<file path="config.mk">
export PLATFORM = sky130hd
export DESIGN_NAME = sft_top
export DESIGN_NICKNAME = d
export VERILOG_FILES = /design/src/hdl/sft_pkg.sv /design/src/hdl/sft_stream_if.sv /design/src/hdl/sft_fifo.sv /design/src/hdl/sft_crc.sv /design/src/hdl/sft_top.sv
export SDC_FILE = /design/constraint.sdc
export NUM_CORES = 1
export LEC_CHECK = 0
export BUFFER_PORTS_ARGS = -buffer_cell sky130_fd_sc_hd__buf_4
export CAP_MARGIN = 20
export CORE_MARGIN = 4
export CORE_UTILIZATION = 60
export DETAILED_ROUTE_END_ITERATION = 8
export GPL_TIMING_DRIVEN = 0
export PLACE_DENSITY = 0.78
export SLEW_MARGIN = 20
export SYNTH_ARGS = -nofsm -noshare
export SYNTH_HDL_FRONTEND = slang
export SYNTH_SLANG_ARGS = --single-unit
</file>
<file path="constraint.sdc">
create_clock -name clk -period 8.6 [get_ports clk]
set_input_delay 1.29 -clock clk [delete_from_list [all_inputs] [get_ports clk]]
set_output_delay 1.29 -clock clk [all_outputs]
set_load 0.02 [all_outputs]
</file>
<file path="src/hdl/sft_pkg.sv">
// shared constants and types of the frame transmitter
`default_nettype none
package sft_pkg;
  // ==========================================
  // register map and field layout
  localparam int REG_W = 26;
  localparam logic [7:0] OFS_CUSTOMER_IDENTIFIER = 8'h02;
  localparam logic [7:0] OFS_OUTPUT_CONFIG = 8'h14;
  localparam logic [7:0] OFS_ERROR_STATUS = 8'h45;
  localparam int MODE_LSB = 0;
  localparam int RATE_LSB = 3;
  localparam int SCN_LSB = 7;
  localparam int DCFG_LSB = 9;
  localparam int ERR_LSB = 16;
  // ==========================================
  // modes and states
  typedef enum logic [2:0] {
    MODE_PWM = 3'h0, MODE_STD = 3'h1, MODE_TRIG_A = 3'h2, MODE_SEQ_LONG = 3'h3,
    MODE_SEQ_SHORT = 3'h4, MODE_ADDR = 3'h5, MODE_TRIG_B = 3'h6, MODE_TRIG_C = 3'h7
  } sft_mode_t;
  typedef enum logic [1:0] {
    SCN_SSM_A = 2'h0, SCN_ZERO = 2'h1, SCN_DIE = 2'h2, SCN_SSM_B = 2'h3
  } sft_scn_t;
  typedef enum logic {ST_IDLE = 1'b0, ST_RUN = 1'b1} sft_state_t;
  // ==========================================
  // frame timing in ticks, checksum seed and polynomial, last serial bit position
  localparam logic [9:0] LOW_TICKS = 10'h005;
  localparam logic [9:0] SYNC_TICKS = 10'h038;
  localparam logic [9:0] NIB_BASE = 10'h00C;
  localparam logic [9:0] PAUSE_MIN = 10'h00C;
  localparam int FRAME_TICKS = 300;
  localparam logic [3:0] CRC_SEED = 4'h5;
  localparam logic [3:0] CRC_POLY = 4'hD;
  localparam logic [3:0] SSM_LAST = 4'hF;
  // ==========================================
  // clock based counts
  localparam int CLK_NS = 8;
  localparam int TICK_STEP_NS = 500;
  localparam int TICK_STEP_CYC = (TICK_STEP_NS + CLK_NS - 1) / CLK_NS;
  localparam int TRIG_LONG_NS = 12000;
  localparam int TRIG_LONG_CYC = (TRIG_LONG_NS + CLK_NS - 1) / CLK_NS;
  localparam int TRIG_GAP_NS = 30000;
  localparam int TRIG_GAP_CYC = (TRIG_GAP_NS + CLK_NS - 1) / CLK_NS;
endpackage
`default_nettype wire

</file>
<file path="src/hdl/sft_stream_if.sv">
// valid/ready word stream between fifo and frame logic
`timescale 1ns/1ps
`default_nettype none
interface sft_stream_if #(parameter int W = 16);
  logic [W-1:0] data;
  logic valid;
  logic ready;
  modport src(output data, output valid, input ready);
  modport snk(input data, input valid, output ready);
endinterface
`default_nettype wire

</file>
<file path="src/hdl/sft_fifo.sv">
// sample fifo ahead of the frame builder
`timescale 1ns/1ps
`default_nettype none
module sft_fifo #(
  parameter int W = 16,
  parameter int DEPTH = 32
)(
  input wire logic clk,
  input wire logic rstn,
  input wire logic [W-1:0] in_data,
  input wire logic in_valid,
  output logic in_ready,
  sft_stream_if.src out
);
  localparam int AW = $clog2(DEPTH);
  if (DEPTH < 2 || (1 << AW) != DEPTH) begin : g_chk
    $error("fifo depth must be a power of two");
  end
  logic [W-1:0] mem [DEPTH];
  logic [AW-1:0] wr_ff;
  logic [AW-1:0] rd_ff;
  logic [AW:0] cnt_ff;
  logic [AW:0] nxt_cnt;
  logic not_full_ff;
  logic push;
  logic pop;
  assign push = in_valid && not_full_ff;
  assign pop = out.valid && out.ready;
  assign out.valid = cnt_ff != '0;
  assign out.data = mem[rd_ff];
  assign in_ready = not_full_ff;
  assign nxt_cnt = (AW + 1)'(cnt_ff + (AW + 1)'(push) - (AW + 1)'(pop));
  always_ff @(posedge clk) begin
    if (push) begin
      mem[wr_ff] <= in_data;
    end
  end
  always_ff @(posedge clk) begin
    if (!rstn) begin
      wr_ff <= '0;
      rd_ff <= '0;
      cnt_ff <= '0;
      not_full_ff <= 1'b0;
    end else begin
      wr_ff <= AW'(wr_ff + AW'(push));
      rd_ff <= AW'(rd_ff + AW'(pop));
      cnt_ff <= nxt_cnt;
      not_full_ff <= nxt_cnt != (AW + 1)'(DEPTH);
    end
  end
endmodule
`default_nettype wire

</file>
<file path="src/hdl/sft_crc.sv">
// four bit nibble checksum
`timescale 1ns/1ps
`default_nettype none
module sft_crc #(
  parameter int N = 6
)(
  input wire logic [4*N-1:0] nibs,
  input wire logic [3:0] cnt,
  output logic [3:0] crc
);
  if (N < 1 || N > 15) begin : g_chk
    $error("nibble count out of range");
  end
  // first nibble sits in the top bits, one zero nibble is appended
  always_comb begin
    logic [3:0] c;
    logic [4*N-1:0] sh;
    logic b;
    logic fb;
    c = sft_pkg::CRC_SEED;
    sh = nibs;
    b = 1'b0;
    fb = 1'b0;
    for (int i = 0; i <= N; i++) begin
      for (int j = 0; j < 4; j++) begin
        b = (i < int'(cnt)) ? sh[4*N-1] : 1'b0;
        sh = sh << 1;
        if (i <= int'(cnt)) begin
          fb = c[3];
          c = {c[2:0], b} ^ (fb ? sft_pkg::CRC_POLY : 4'h0);
        end
      end
    end
    crc = c;
  end
endmodule
`default_nettype wire

</file>
<file path="src/hdl/sft_top.sv">
// single wire nibble frame transmitter with trigger modes and slow serial channel
`timescale 1ns/1ps
`default_nettype none
module sft_top #(
  parameter int DEPTH = 32,
  parameter int FRAME_TICKS = sft_pkg::FRAME_TICKS
)(
  input wire logic clk,
  input wire logic rstn,
  input wire logic [15:0] mag_data,
  input wire logic mag_valid,
  output logic mag_ready,
  input wire logic [25:0] customer_identifier,
  input wire logic [25:0] output_config,
  input wire logic [25:0] error_status,
  input wire logic [11:0] temp_value,
  input wire logic soft_err,
  input wire logic hard_err,
  input wire logic [1:0] die_addr,
  input wire logic line_in,
  output logic line_o,
  output logic line_oe
);
  if (FRAME_TICKS < 100 || FRAME_TICKS > 1023 || 16 * sft_pkg::TICK_STEP_CYC > 1023) begin : g_chk
    $error("frame or tick length out of range");
  end

  // ==========================================
  // configuration decode
  sft_pkg::sft_mode_t mode;
  sft_pkg::sft_scn_t scn;
  logic [3:0] rate;
  logic [2:0] dcfg;
  logic [7:0] diag;
  logic ssm_en;
  logic continuous;
  logic trig_any;
  logic [9:0] tick_len;
  assign mode = sft_pkg::sft_mode_t'(output_config[sft_pkg::MODE_LSB +: 3]);
  assign rate = output_config[sft_pkg::RATE_LSB +: 4];
  assign scn = sft_pkg::sft_scn_t'(output_config[sft_pkg::SCN_LSB +: 2]);
  assign dcfg = output_config[sft_pkg::DCFG_LSB +: 3];
  assign diag = error_status[sft_pkg::ERR_LSB +: 8];
  assign ssm_en = scn == sft_pkg::SCN_SSM_A || scn == sft_pkg::SCN_SSM_B;
  assign continuous = mode == sft_pkg::MODE_STD;
  assign trig_any = mode == sft_pkg::MODE_TRIG_A || mode == sft_pkg::MODE_TRIG_B
    || mode == sft_pkg::MODE_TRIG_C;
  assign tick_len = 10'((rate + 5'h01) * 10'(sft_pkg::TICK_STEP_CYC));

  // ==========================================
  // registers
  sft_pkg::sft_state_t state_ff;
  logic [9:0] tick_cnt_ff;
  logic [9:0] sub_ff;
  logic [3:0] idx_ff;
  logic [9:0] ftick_ff;
  logic [15:0] mag_ff;
  logic [23:0] nib_ff;
  logic [2:0] ndata_ff;
  logic [3:0] status_ff;
  logic [11:0] fcnt_ff;
  logic [3:0] ssm_pos_ff;
  logic [3:0] ssm_id_ff;
  logic line_oe_ff;
  logic line_o_ff;
  logic trig_fire_ff;
  logic prev_in_ff;
  logic [11:0] low_cnt_ff;
  logic [11:0] gap_cnt_ff;
  logic [2:0] pulse_cnt_ff;

  // ==========================================
  // sample fifo
  sft_stream_if #(.W(16)) strm ();
  sft_fifo #(.W(16), .DEPTH(DEPTH)) u_fifo (
    .clk(clk),
    .rstn(rstn),
    .in_data(mag_data),
    .in_valid(mag_valid),
    .in_ready(mag_ready),
    .out(strm.src)
  );

  // ==========================================
  // frame control
  logic tick;
  logic start;
  logic nib_end;
  logic is_pause;
  logic pause_done;
  logic frame_end;
  logic [9:0] nib_len;
  logic [3:0] crc_idx;
  logic [2:0] sel;
  logic [23:0] nib_sh;
  logic [3:0] frame_crc;
  logic [15:0] cur_mag;
  assign tick = state_ff == sft_pkg::ST_RUN && tick_cnt_ff == 10'(tick_len - 10'h001);
  assign start = state_ff == sft_pkg::ST_IDLE && (continuous || trig_fire_ff);
  assign strm.ready = start;
  assign cur_mag = strm.valid ? strm.data : mag_ff;
  assign crc_idx = 4'(ndata_ff + 4'h2);
  assign sel = 3'(idx_ff - 4'h2);
  assign nib_sh = nib_ff << {sel, 2'b00};
  assign is_pause = idx_ff > crc_idx;
  assign pause_done = sub_ff >= 10'(sft_pkg::PAUSE_MIN - 10'h001)
    && (!continuous || int'(ftick_ff) >= FRAME_TICKS - 1);
  assign nib_end = tick && (is_pause ? pause_done : sub_ff == 10'(nib_len - 10'h001));
  assign frame_end = nib_end && is_pause;

  // nibble length in ticks, in frame order
  always_comb begin
    if (idx_ff == 4'h0) begin
      nib_len = sft_pkg::SYNC_TICKS;
    end else if (idx_ff == 4'h1) begin
      nib_len = 10'(sft_pkg::NIB_BASE + 10'(status_ff));
    end else if (idx_ff < crc_idx) begin
      nib_len = 10'(sft_pkg::NIB_BASE + 10'(nib_sh[23:20]));
    end else begin
      nib_len = 10'(sft_pkg::NIB_BASE + 10'(frame_crc));
    end
  end

  // frame checksum over the data nibbles only
  sft_crc #(.N(6)) u_frame_crc (
    .nibs(nib_ff),
    .cnt({1'b0, ndata_ff}),
    .crc(frame_crc)
  );

  always_ff @(posedge clk) begin
    if (!rstn) begin
      state_ff <= sft_pkg::ST_IDLE;
    end else begin
      case (state_ff)
        sft_pkg::ST_IDLE: begin
          if (start) begin
            state_ff <= sft_pkg::ST_RUN;
          end
        end
        sft_pkg::ST_RUN: begin
          if (frame_end) begin
            state_ff <= sft_pkg::ST_IDLE;
          end
        end
        default: begin
          state_ff <= sft_pkg::ST_IDLE;
        end
      endcase
    end
  end

  // tick divider, held at zero between frames
  always_ff @(posedge clk) begin
    if (!rstn || state_ff == sft_pkg::ST_IDLE) begin
      tick_cnt_ff <= 10'h000;
    end else if (tick) begin
      tick_cnt_ff <= 10'h000;
    end else begin
      tick_cnt_ff <= 10'(tick_cnt_ff + 10'h001);
    end
  end

  // position within the nibble and within the frame
  always_ff @(posedge clk) begin
    if (!rstn) begin
      sub_ff <= 10'h000;
      idx_ff <= 4'h0;
      ftick_ff <= 10'h000;
    end else if (start) begin
      sub_ff <= 10'h000;
      idx_ff <= 4'h0;
      ftick_ff <= 10'h000;
    end else begin
      if (nib_end) begin
        sub_ff <= 10'h000;
        idx_ff <= 4'(idx_ff + 4'h1);
      end else if (tick) begin
        sub_ff <= 10'(sub_ff + 10'h001);
      end
      if (tick) begin
        ftick_ff <= 10'(ftick_ff + 10'h001);
      end
    end
  end

  // ==========================================
  // data nibbles
  logic [23:0] nxt_nib;
  logic [2:0] nxt_ndata;
  always_comb begin
    case (dcfg)
      3'h0: begin
        nxt_nib = {cur_mag[15:4], 12'h000};
        nxt_ndata = 3'h3;
      end
      3'h1: begin
        nxt_nib = {cur_mag[15:4], diag, fcnt_ff[3:0]};
        nxt_ndata = 3'h6;
      end
      3'h2: begin
        nxt_nib = {cur_mag[15:4], fcnt_ff};
        nxt_ndata = 3'h6;
      end
      3'h3: begin
        nxt_nib = {cur_mag[15:4], temp_value};
        nxt_ndata = 3'h6;
      end
      3'h4: begin
        nxt_nib = {cur_mag, 8'h00};
        nxt_ndata = 3'h4;
      end
      3'h5: begin
        nxt_nib = {cur_mag, diag};
        nxt_ndata = 3'h6;
      end
      3'h6: begin
        nxt_nib = {cur_mag, fcnt_ff[7:0]};
        nxt_ndata = 3'h6;
      end
      default: begin
        nxt_nib = {cur_mag, temp_value[11:4]};
        nxt_ndata = 3'h6;
      end
    endcase
  end

  // ==========================================
  // slow serial channel and status nibble
  logic [7:0] ssm_data;
  logic [3:0] ssm_crc;
  logic [15:0] ssm_word;
  logic ssm_bit;
  logic [3:0] nxt_status;
  always_comb begin
    case (ssm_id_ff)
      4'h0: ssm_data = temp_value[10:3];
      4'h1: ssm_data = diag;
      4'h2: ssm_data = customer_identifier[7:0];
      4'h3: ssm_data = customer_identifier[15:8];
      4'h4: ssm_data = {2'b00, customer_identifier[21:16]};
      default: ssm_data = 8'h00;
    endcase
  end

  sft_crc #(.N(3)) u_ssm_crc (
    .nibs({ssm_id_ff, ssm_data}),
    .cnt(4'h3),
    .crc(ssm_crc)
  );

  assign ssm_word = {ssm_id_ff, ssm_data, ssm_crc};
  assign ssm_bit = ssm_word[4'(sft_pkg::SSM_LAST - ssm_pos_ff)];

  always_comb begin
    case (scn)
      sft_pkg::SCN_ZERO: nxt_status = {2'b00, soft_err, hard_err};
      sft_pkg::SCN_DIE: nxt_status = {die_addr, soft_err, hard_err};
      default: nxt_status = {ssm_pos_ff == 4'h0, ssm_bit, soft_err, hard_err};
    endcase
  end

  // one status bit pair per frame, the receiver assembles the message
  always_ff @(posedge clk) begin
    if (!rstn) begin
      ssm_pos_ff <= 4'h0;
      ssm_id_ff <= 4'h0;
    end else if (start && ssm_en) begin
      ssm_pos_ff <= 4'(ssm_pos_ff + 4'h1);
      if (ssm_pos_ff == sft_pkg::SSM_LAST) begin
        ssm_id_ff <= 4'(ssm_id_ff + 4'h1);
      end
    end
  end

  // frame contents are frozen at the frame start
  always_ff @(posedge clk) begin
    if (!rstn) begin
      mag_ff <= 16'h0000;
      nib_ff <= 24'h000000;
      ndata_ff <= 3'h3;
      status_ff <= 4'h0;
      fcnt_ff <= 12'h000;
    end else if (start) begin
      mag_ff <= cur_mag;
      nib_ff <= nxt_nib;
      ndata_ff <= nxt_ndata;
      status_ff <= nxt_status;
      fcnt_ff <= 12'(fcnt_ff + 12'h001);
    end
  end

  // ==========================================
  // open drain line: pulled low for the first ticks of every nibble
  always_ff @(posedge clk) begin
    if (!rstn) begin
      line_oe_ff <= 1'b0;
      line_o_ff <= 1'b0;
    end else begin
      line_oe_ff <= state_ff == sft_pkg::ST_RUN && sub_ff < sft_pkg::LOW_TICKS;
      line_o_ff <= 1'b0;
    end
  end
  assign line_oe = line_oe_ff;
  assign line_o = line_o_ff;

  // ==========================================
  // host request detection while the line is idle
  logic rise;
  logic is_long;
  assign rise = line_in && !prev_in_ff;
  assign is_long = int'(low_cnt_ff) >= sft_pkg::TRIG_LONG_CYC;

  always_ff @(posedge clk) begin
    if (!rstn) begin
      prev_in_ff <= 1'b1;
      trig_fire_ff <= 1'b0;
      low_cnt_ff <= 12'h000;
      gap_cnt_ff <= 12'h000;
      pulse_cnt_ff <= 3'h0;
    end else begin
      prev_in_ff <= line_in;
      trig_fire_ff <= 1'b0;
      if (state_ff == sft_pkg::ST_RUN || start) begin
        low_cnt_ff <= 12'h000;
        gap_cnt_ff <= 12'h000;
        pulse_cnt_ff <= 3'h0;
      end else begin
        if (!line_in && low_cnt_ff != 12'hFFF) begin
          low_cnt_ff <= 12'(low_cnt_ff + 12'h001);
        end else if (line_in) begin
          low_cnt_ff <= 12'h000;
        end
        if (rise) begin
          gap_cnt_ff <= 12'h000;
          case (mode)
            sft_pkg::MODE_TRIG_A, sft_pkg::MODE_TRIG_B, sft_pkg::MODE_TRIG_C: trig_fire_ff <= 1'b1;
            sft_pkg::MODE_SEQ_LONG: trig_fire_ff <= is_long;
            sft_pkg::MODE_SEQ_SHORT: trig_fire_ff <= !is_long;
            sft_pkg::MODE_ADDR: pulse_cnt_ff <= 3'(pulse_cnt_ff + 3'h1);
            default: trig_fire_ff <= 1'b0;
          endcase
        end else if (mode == sft_pkg::MODE_ADDR && pulse_cnt_ff != 3'h0 && line_in) begin
          if (int'(gap_cnt_ff) >= sft_pkg::TRIG_GAP_CYC - 1) begin
            trig_fire_ff <= pulse_cnt_ff == 3'({1'b0, die_addr} + 3'h1);
            pulse_cnt_ff <= 3'h0;
            gap_cnt_ff <= 12'h000;
          end else begin
            gap_cnt_ff <= 12'(gap_cnt_ff + 12'h001);
          end
        end
      end
    end
  end

  logic [12:0] low_run_ff;
  always_ff @(posedge clk) begin
    if (!rstn) begin
      low_run_ff <= 13'h0000;
    end else begin
      low_run_ff <= line_oe_ff ? 13'(low_run_ff + 13'h0001) : 13'h0000;
    end
  end
endmodule
`default_nettype wire

</file>
# Word-level counts from Yosys, hierarchy flattened
# Memories as Yosys holds them, arrays and structs flattened. A register that Yosys moved wholly into a read port is not among the register bits.
# Cells that the tools add are included.
[totals]
register_bits = 149
mem_bits_rw = 512
out_inout_bits = 3
elab_cells = 298
n_memories = 1
[classes]
n_addsub = 24
mul = 1
magnitude_cmp = 20
n_eq_ne = 28
shifts = 1
muxes = 116
bitwise = 44
n_reduce_logical = 41
[memory_table]
columns = ["name", "words", "word_bits", "read_ports", "rd_ports_with_merged_regs", "write_ports", "line_no", "source"]
rows = [
  ["u_fifo.mem", 32, 16, 1, 1, 1, "sft_fifo.sv:19", "logic [W-1:0] mem [DEPTH];"],
]
[op_table]
columns = ["op", "count"]
rows = [
  ["$mux 4", 64],
  ["$xor 4x4->4", 40],
  ["$pmux 12 s7", 1],
  ["$pmux 8 s5", 1],
  ["$add 12x1->12 const B", 3],
  ["$mux 12", 3],
  ["$mux 1", 33],
  ["$add 10x1->10 const B", 3],
  ["$shl 24x5->24", 1],
  ["$eq 3x3->1 const B", 7],
  ["$eq 10x10->1", 2],
  ["$mux 10", 2],
  ["$sub 10x1->10 const B", 2],
  ["$mux 16", 1],
  ["$add 4x4->5 const A", 3],
  ["$logic_and 1x1->1", 13],
  ["$add 4x1->4 const B", 3],
  ["$eq 3x2->1 const B", 4],
  ["$ge 12x11->1 const B", 1],
  ["$ge 12x12->1 const B", 1],
  ["$logic_not 4->1", 3],
  ["$mux 3", 4],
  ["$ne 12x12->1 const B", 1],
  ["$add 5x1->5", 2],
  ["50 further kinds", 77],
]

# Longest topological paths before layout
[depth]
word_depth = 90
ltp_mapped = 36
mapped_depth_nobuf = 34

# Hierarchy
# A second synthesis with hierarchy kept.
[unflattened]
hier_cells = 2241
area_unflattened_um2 = 30509.3
[by_module_without_submodules]
columns = ["module", "n_inst", "cells_per_inst", "area_per_inst_um2", "seq_area_each_um2"]
rows = [
  ["sft_fifo", 1, 1053, 20574.7, 15715.1],
  ["sft_top", 1, 917, 7841.3, 2402.3],
  ["sft_crc at u_frame_crc", 1, 210, 1624.1, 0.0],
  ["sft_crc at u_ssm_crc", 1, 61, 469.2, 0.0],
]

# Worst setup path after synthesis
# Ideal clock, no wire load.
[synth_timing]
path_type = "reg-to-reg"
from = "reg ndata_ff[2]"
to = "reg sub_ff[0]"
setup_time_ps = 117
arrival_time_ps = 7200
t_required_ps = 8483
setup_slack_ps = 1283
stages_incl_launch_ff = 33
path_cell_list = "dfxtp_1 -> inv_1 -> ha_1 -> nor2b_1 -> a22oi_2 -> xnor3_2 -> o22ai_4 -> xnor2_1 -> mux2_4 -> xnor3_1 -> o32a_1 -> and3_1 -> or4_1 -> a31oi_1 -> xor2_1 -> a2111oi_1 -> or3_1 -> buf_6 -> ha_1 -> inv_1 -> nor4_1 -> nand3_1 -> ha_1 -> nor2_1 -> xnor2_1 -> nand4_1 -> inv_1 -> nand3_1 -> mux2_2 -> o41ai_2 -> o311ai_2 -> nand2_4 -> nor2_2"
[synth_between]
elab_chain_cells = 85
word_cells_on_any_way = 123
cone_classes = "3 x add/sub; 14 x order compare; 1 x eq/ne; 76 x mux; 27 x bitwise; 2 x reduce/logical"
[synth_lines]
columns = ["item", "line_no", "source"]
rows = [
  ["start: declaration", "sft_top.sv:59", "logic [2:0] ndata_ff;"],
  ["start signal: assignment", "sft_top.sv:287", "ndata_ff <= nxt_ndata;"],
  ["$lt 1x3->1", "sft_crc.sv:26", "b = (i < int'(cnt)) ? sh[4*N-1] : 1'b0;"],
  ["$mux 1", "sft_crc.sv:26", ""],
  ["$xor 4x4->4 / $not 2->3 (equally long branches)", "n/a", ""],
  ["$xor 4x4->4", "sft_crc.sv:30", "c = {c[2:0], b} ^ (fb ? sft_pkg::CRC_POLY : 4'h0);"],
  ["$mux 4 / $xor 4x4->4 (equally long branches)", "sft_crc.sv:30", ""],
  ["$xor 4x4->4", "sft_crc.sv:30", ""],
  ["$mux 4", "sft_crc.sv:28", "if (i <= int'(cnt)) begin"],
  ["$mux 4", "sft_crc.sv:30", ""],
  ["(+69 left out)", "n/a", ""],
  ["$mux 5", "sft_top.sv:117", "end else if (idx_ff < crc_idx) begin"],
  ["$mux 10", "sft_top.sv:115", "end else if (idx_ff == 4'h1) begin"],
  ["$mux 10", "sft_top.sv:113", "if (idx_ff == 4'h0) begin"],
  ["$sub 10x1->10", "sft_top.sv:108", "assign nib_end = tick && (is_pause ? pause_done : sub_ff == 10'(nib_len - 10'h001));"],
  ["$eq 10x10->1", "sft_top.sv:108", ""],
  ["$mux 1 (*)", "sft_top.sv:108", ""],
  ["$logic_and 1x1->1 (*)", "sft_top.sv:108", ""],
  ["$reduce_or 3->1 (no line) (*)", "n/a", ""],
  ["end signal: assignment", "sft_top.sv:179", "sub_ff <= 10'(sub_ff + 10'h001);"],
  ["end: declaration", "sft_top.sv:54", "logic [9:0] sub_ff;"],
]
# Mark *: on every way between the ends. The rest lies on a longest branch, timed or not.
# A chain may end at the register's enable or synchronous reset.

# Worst setup path after layout
# Same ends and word-level chain as after synthesis.

==> run metrics <==
result of the run=completed; number of synthesis warnings=0; Row Count=81; Worst path slowest cell=sky130_fd_sc_hd__xnor3_2; Power Density=approximately 240 nW/um^2; count of vias placed by the detailed router=19900; DRC violation count after routing=0; startpoint types=register; share of the core filled with cells in the final layout=69.62%; quantity of I/O buffers inserted on ports=76; number of enable-type register cells in the synthesized netlist=512; worst-path fanout max=8; Highest Clock Rate=120.9 MHz; number of buffers created by CTS=68; min cycle time layout=8272 ps; Mapped Cells=approximately 2200; CTS clk-pin slew, worst paths=about 60 ps; top_reg_cell synth=sky130_fd_sc_hd__edfxtp_1; area of combinational cells with multiple inputs=11400 um^2; # hold bufs at CTS=0; global-route wire length before repair=116.3 mm; fill cell instance count of the final layout=3263; buffer type at the clock tree root=sky130_fd_sc_hd__clkbuf_16; Synth Area per Inst=13.42 um^2; ANT nets after route=0; Die Footprint=approximately 54000 um^2; count of final max-slew check failures=0; wire length per cell=24.50 um; Post-Place Cells=3010; Net Count, Synth=~2400; clock tree buffer depth=3; Area growth, synth to finish=14.13%; count of routing violations after the opening detailed-route iteration=2447; final hold violations=0; die extent in x=approximately 230 um; Routability Congestion=around 0.93; slew at the pin with the worst max-slew slack=1106 ps; portion of the post-synthesis area used by sequential elements=60.30%; Async S/R FF share, synth=0%; Critical Path Most Common Cell=sky130_fd_sc_hd__inv_1; Crit. End Element=register; static leakage=11.55 nW; Final setup viols=0; Post-layout nets=2611; portion of the clock cycle consumed by the worst path in the final layout=96.18%; clock tree from TritonCTS=built; overall overflow remaining after global route=0; post-synthesis cell area=between 30000 and 40000 um^2; synthesis-stage register bit count=649; number of maximum-capacitance violations=0; CTS HTree Levels=3; global-route total usage across every layer=about 28%; signal arrival time at the worst endpoint=8760 ps; FF/Latch Area=18120 um^2; share of final-layout standard cells stronger than drive strength 1=16.06%; worst min-delay path class=register to register; antenna cells=0; maximum number of pins on one net before global-route repair=33; detail-routed via count per cell=about 6.4; Sinks on Clock Net=649; number of cells in the finished layout apart from fillers=3130; first-pass iteration count of the detailed router=6; Die Y-Extent=231.8 um; CORE AREA=49250 um^2; post-detailed-routing wire length=~77 mm; maximum vdd ir drop=0.2130 mV; clock latency at the later pin of the worst-skew pair=~620 ps; initial antenna violation count=0; count of distinct cell types in the synthesized netlist=88; initial standard-cell utilization of the core=61.00%; clock skew after layout=31.88 ps; Top Ports=117; type of the setup path with the least slack=register to register; required time at the endpoint of the critical path=a little over 9000 ps; Relative slew margins=between 20% and 30%; vias in the first global route=slightly below 20000; delay of the slowest cell on the worst path=500 ps; Detailed Place HPWL=50.90 mm; count of buffers added by post-CTS timing repair for setup=0
==> worst max-delay path: cells and delay by family, from the launching register on <==
family,cells,cell delay (ps)
muxes,2,710
AOI/OAI and AO/OA,7,1900
and+or+nand+nor,10,2100
buffers and inverters,5,690
adders and majority gates,3,910
xor gates and xnor gates,5,1520
DFF,1,360
==> sequential cells by signal, indices dropped and copies added (netlist names), 5 cells and up <==
register	flops
u_fifo.mem	512
mag_ff	16
fcnt_ff	12
gap_cnt_ff	12
low_cnt_ff	12
nib_ff	12
ftick_ff	10
sub_ff	10
tick_cnt_ff	10
u_fifo.cnt_ff	6
u_fifo.rd_ff	5
u_fifo.wr_ff	5
==> metal layers <==
metal  global-route usage, %  share of wire, %  vias to the layer above
li1                        -                 -                     8805
met1                   37.56                38                     9835
met2                   48.12                50                     1052
met3                   4.882               8.1                      205
met4                   10.09               4.0                        0
met5                       0                 0                        -
==> worst paths after layout <==
path	startpoint	to	slack [ps]	depth (start not counted)
max	ndata_ff[2]	sub_ff[0]	330	32
min reg2reg	low_cnt_ff[4]	low_cnt_ff[4]	460	1
max reg2reg	ndata_ff[2]	sub_ff[0]	330	32
min	low_cnt_ff[4]	low_cnt_ff[4]	460	1
==> Yosys cell counts, types with 18 or more instances <==
library cell               number  share of area [%]
sky130_fd_sc_hd__a211oi_1      20               0.50
sky130_fd_sc_hd__a21oi_1       71                1.2
sky130_fd_sc_hd__a22o_1        20               0.58
sky130_fd_sc_hd__a22oi_1       18               0.45
sky130_fd_sc_hd__and2_1        34               0.71
sky130_fd_sc_hd__and3_1        23               0.48
sky130_fd_sc_hd__clkbuf_1      82                1.0
sky130_fd_sc_hd__dfxtp_1      137                9.1
sky130_fd_sc_hd__edfxtp_1     512                 51
sky130_fd_sc_hd__ha_1          72                3.0
sky130_fd_sc_hd__inv_1         63               0.79
sky130_fd_sc_hd__mux2i_1      125                4.2
sky130_fd_sc_hd__mux4_2        88                6.6
sky130_fd_sc_hd__nand2_1      157                2.0
sky130_fd_sc_hd__nand3_1       61                1.0
sky130_fd_sc_hd__nand4_1       19               0.40
sky130_fd_sc_hd__nor2_1       180                2.2
sky130_fd_sc_hd__o21ai_0       77                1.3
sky130_fd_sc_hd__o221ai_1      28               0.82
sky130_fd_sc_hd__o22ai_1       31               0.65
sky130_fd_sc_hd__xnor2_1       89                2.6
sky130_fd_sc_hd__xor2_1        56                1.6
==> cells by family (layout without fill, tap and decap cells) <==
logic type	count (synthesis)	after routing	synth area share (%)
compound gates	364	364	8.329
xor+xnor	154	154	4.893
fa+ha+maj	78	78	3.398
buf+inv	174	401	2.290
flops	649	649	60.30
mux	229	229	11.42
other cells	1	1	0.01248
simple gates	589	590	9.353
==> final cells by class <==
cell class	count	share of cell area [%]
Buffer	110	1.314
Inverter	64	0.7006
Clock buffer	88	5.422
Sequential cell	649	52.84
Clock inverter	29	1.022
Multi-Input combinational cell	1416	33.24
Timing Repair Buffer	110	3.032
Tap cell	664	2.423
==> cell usage in the layout (no fill, tap or decap), types with 76 or more instances in the layout <==
cell type,synthesis,routed
sky130_fd_sc_hd__xnor2_1,89,88
sky130_fd_sc_hd__dfxtp_1,137,135
sky130_fd_sc_hd__nor2_1,180,148
sky130_fd_sc_hd__clkbuf_1,82,96
sky130_fd_sc_hd__edfxtp_1,512,512
sky130_fd_sc_hd__nand2_1,157,157
sky130_fd_sc_hd__mux4_2,88,88
sky130_fd_sc_hd__mux2i_1,125,125
sky130_fd_sc_hd__buf_4,1,77
sky130_fd_sc_hd__o21ai_0,77,76
==> per-stage QoR <==
step / TNS [ps] / power [mW] / hold WS [ps] / instance area, um^2 / setup WS (ps)
after floorplan: 0 / 4.810 / 423.6 / 30050 / 1283
after global placement: 0 / 5.151 / 435.5 / 31450 / 248.0
after detailed placement: 0 / 5.221 / 450.4 / 31970 / 20.85
after CTS: 0 / 8.133 / 459.8 / 34190 / 125.9
after global routing: -13.34 / 8.475 / 471.8 / 34290 / -6.708
final: 0 / 8.154 / 463.6 / 34290 / 328.3
==> report_power, final <==
part	internal [mW]	leakage, nW	switching [mW]
combinational	0.790	4.76	0.971
clock	1.69	1.08	1.23
sequential	3.43	5.71	0.0376
==> what timing repair did <==
| item | 4_1_cts | 5_1_grt |
|---|---|---|
| gates cloned | 0 | 1 |
| pin swaps | 0 | 3 |
| gates resized for setup | 1 | 13 |
| endpoints found under the setup margin | 9 | 14 |
Note: power is estimated with default switching activity, not from simulation.
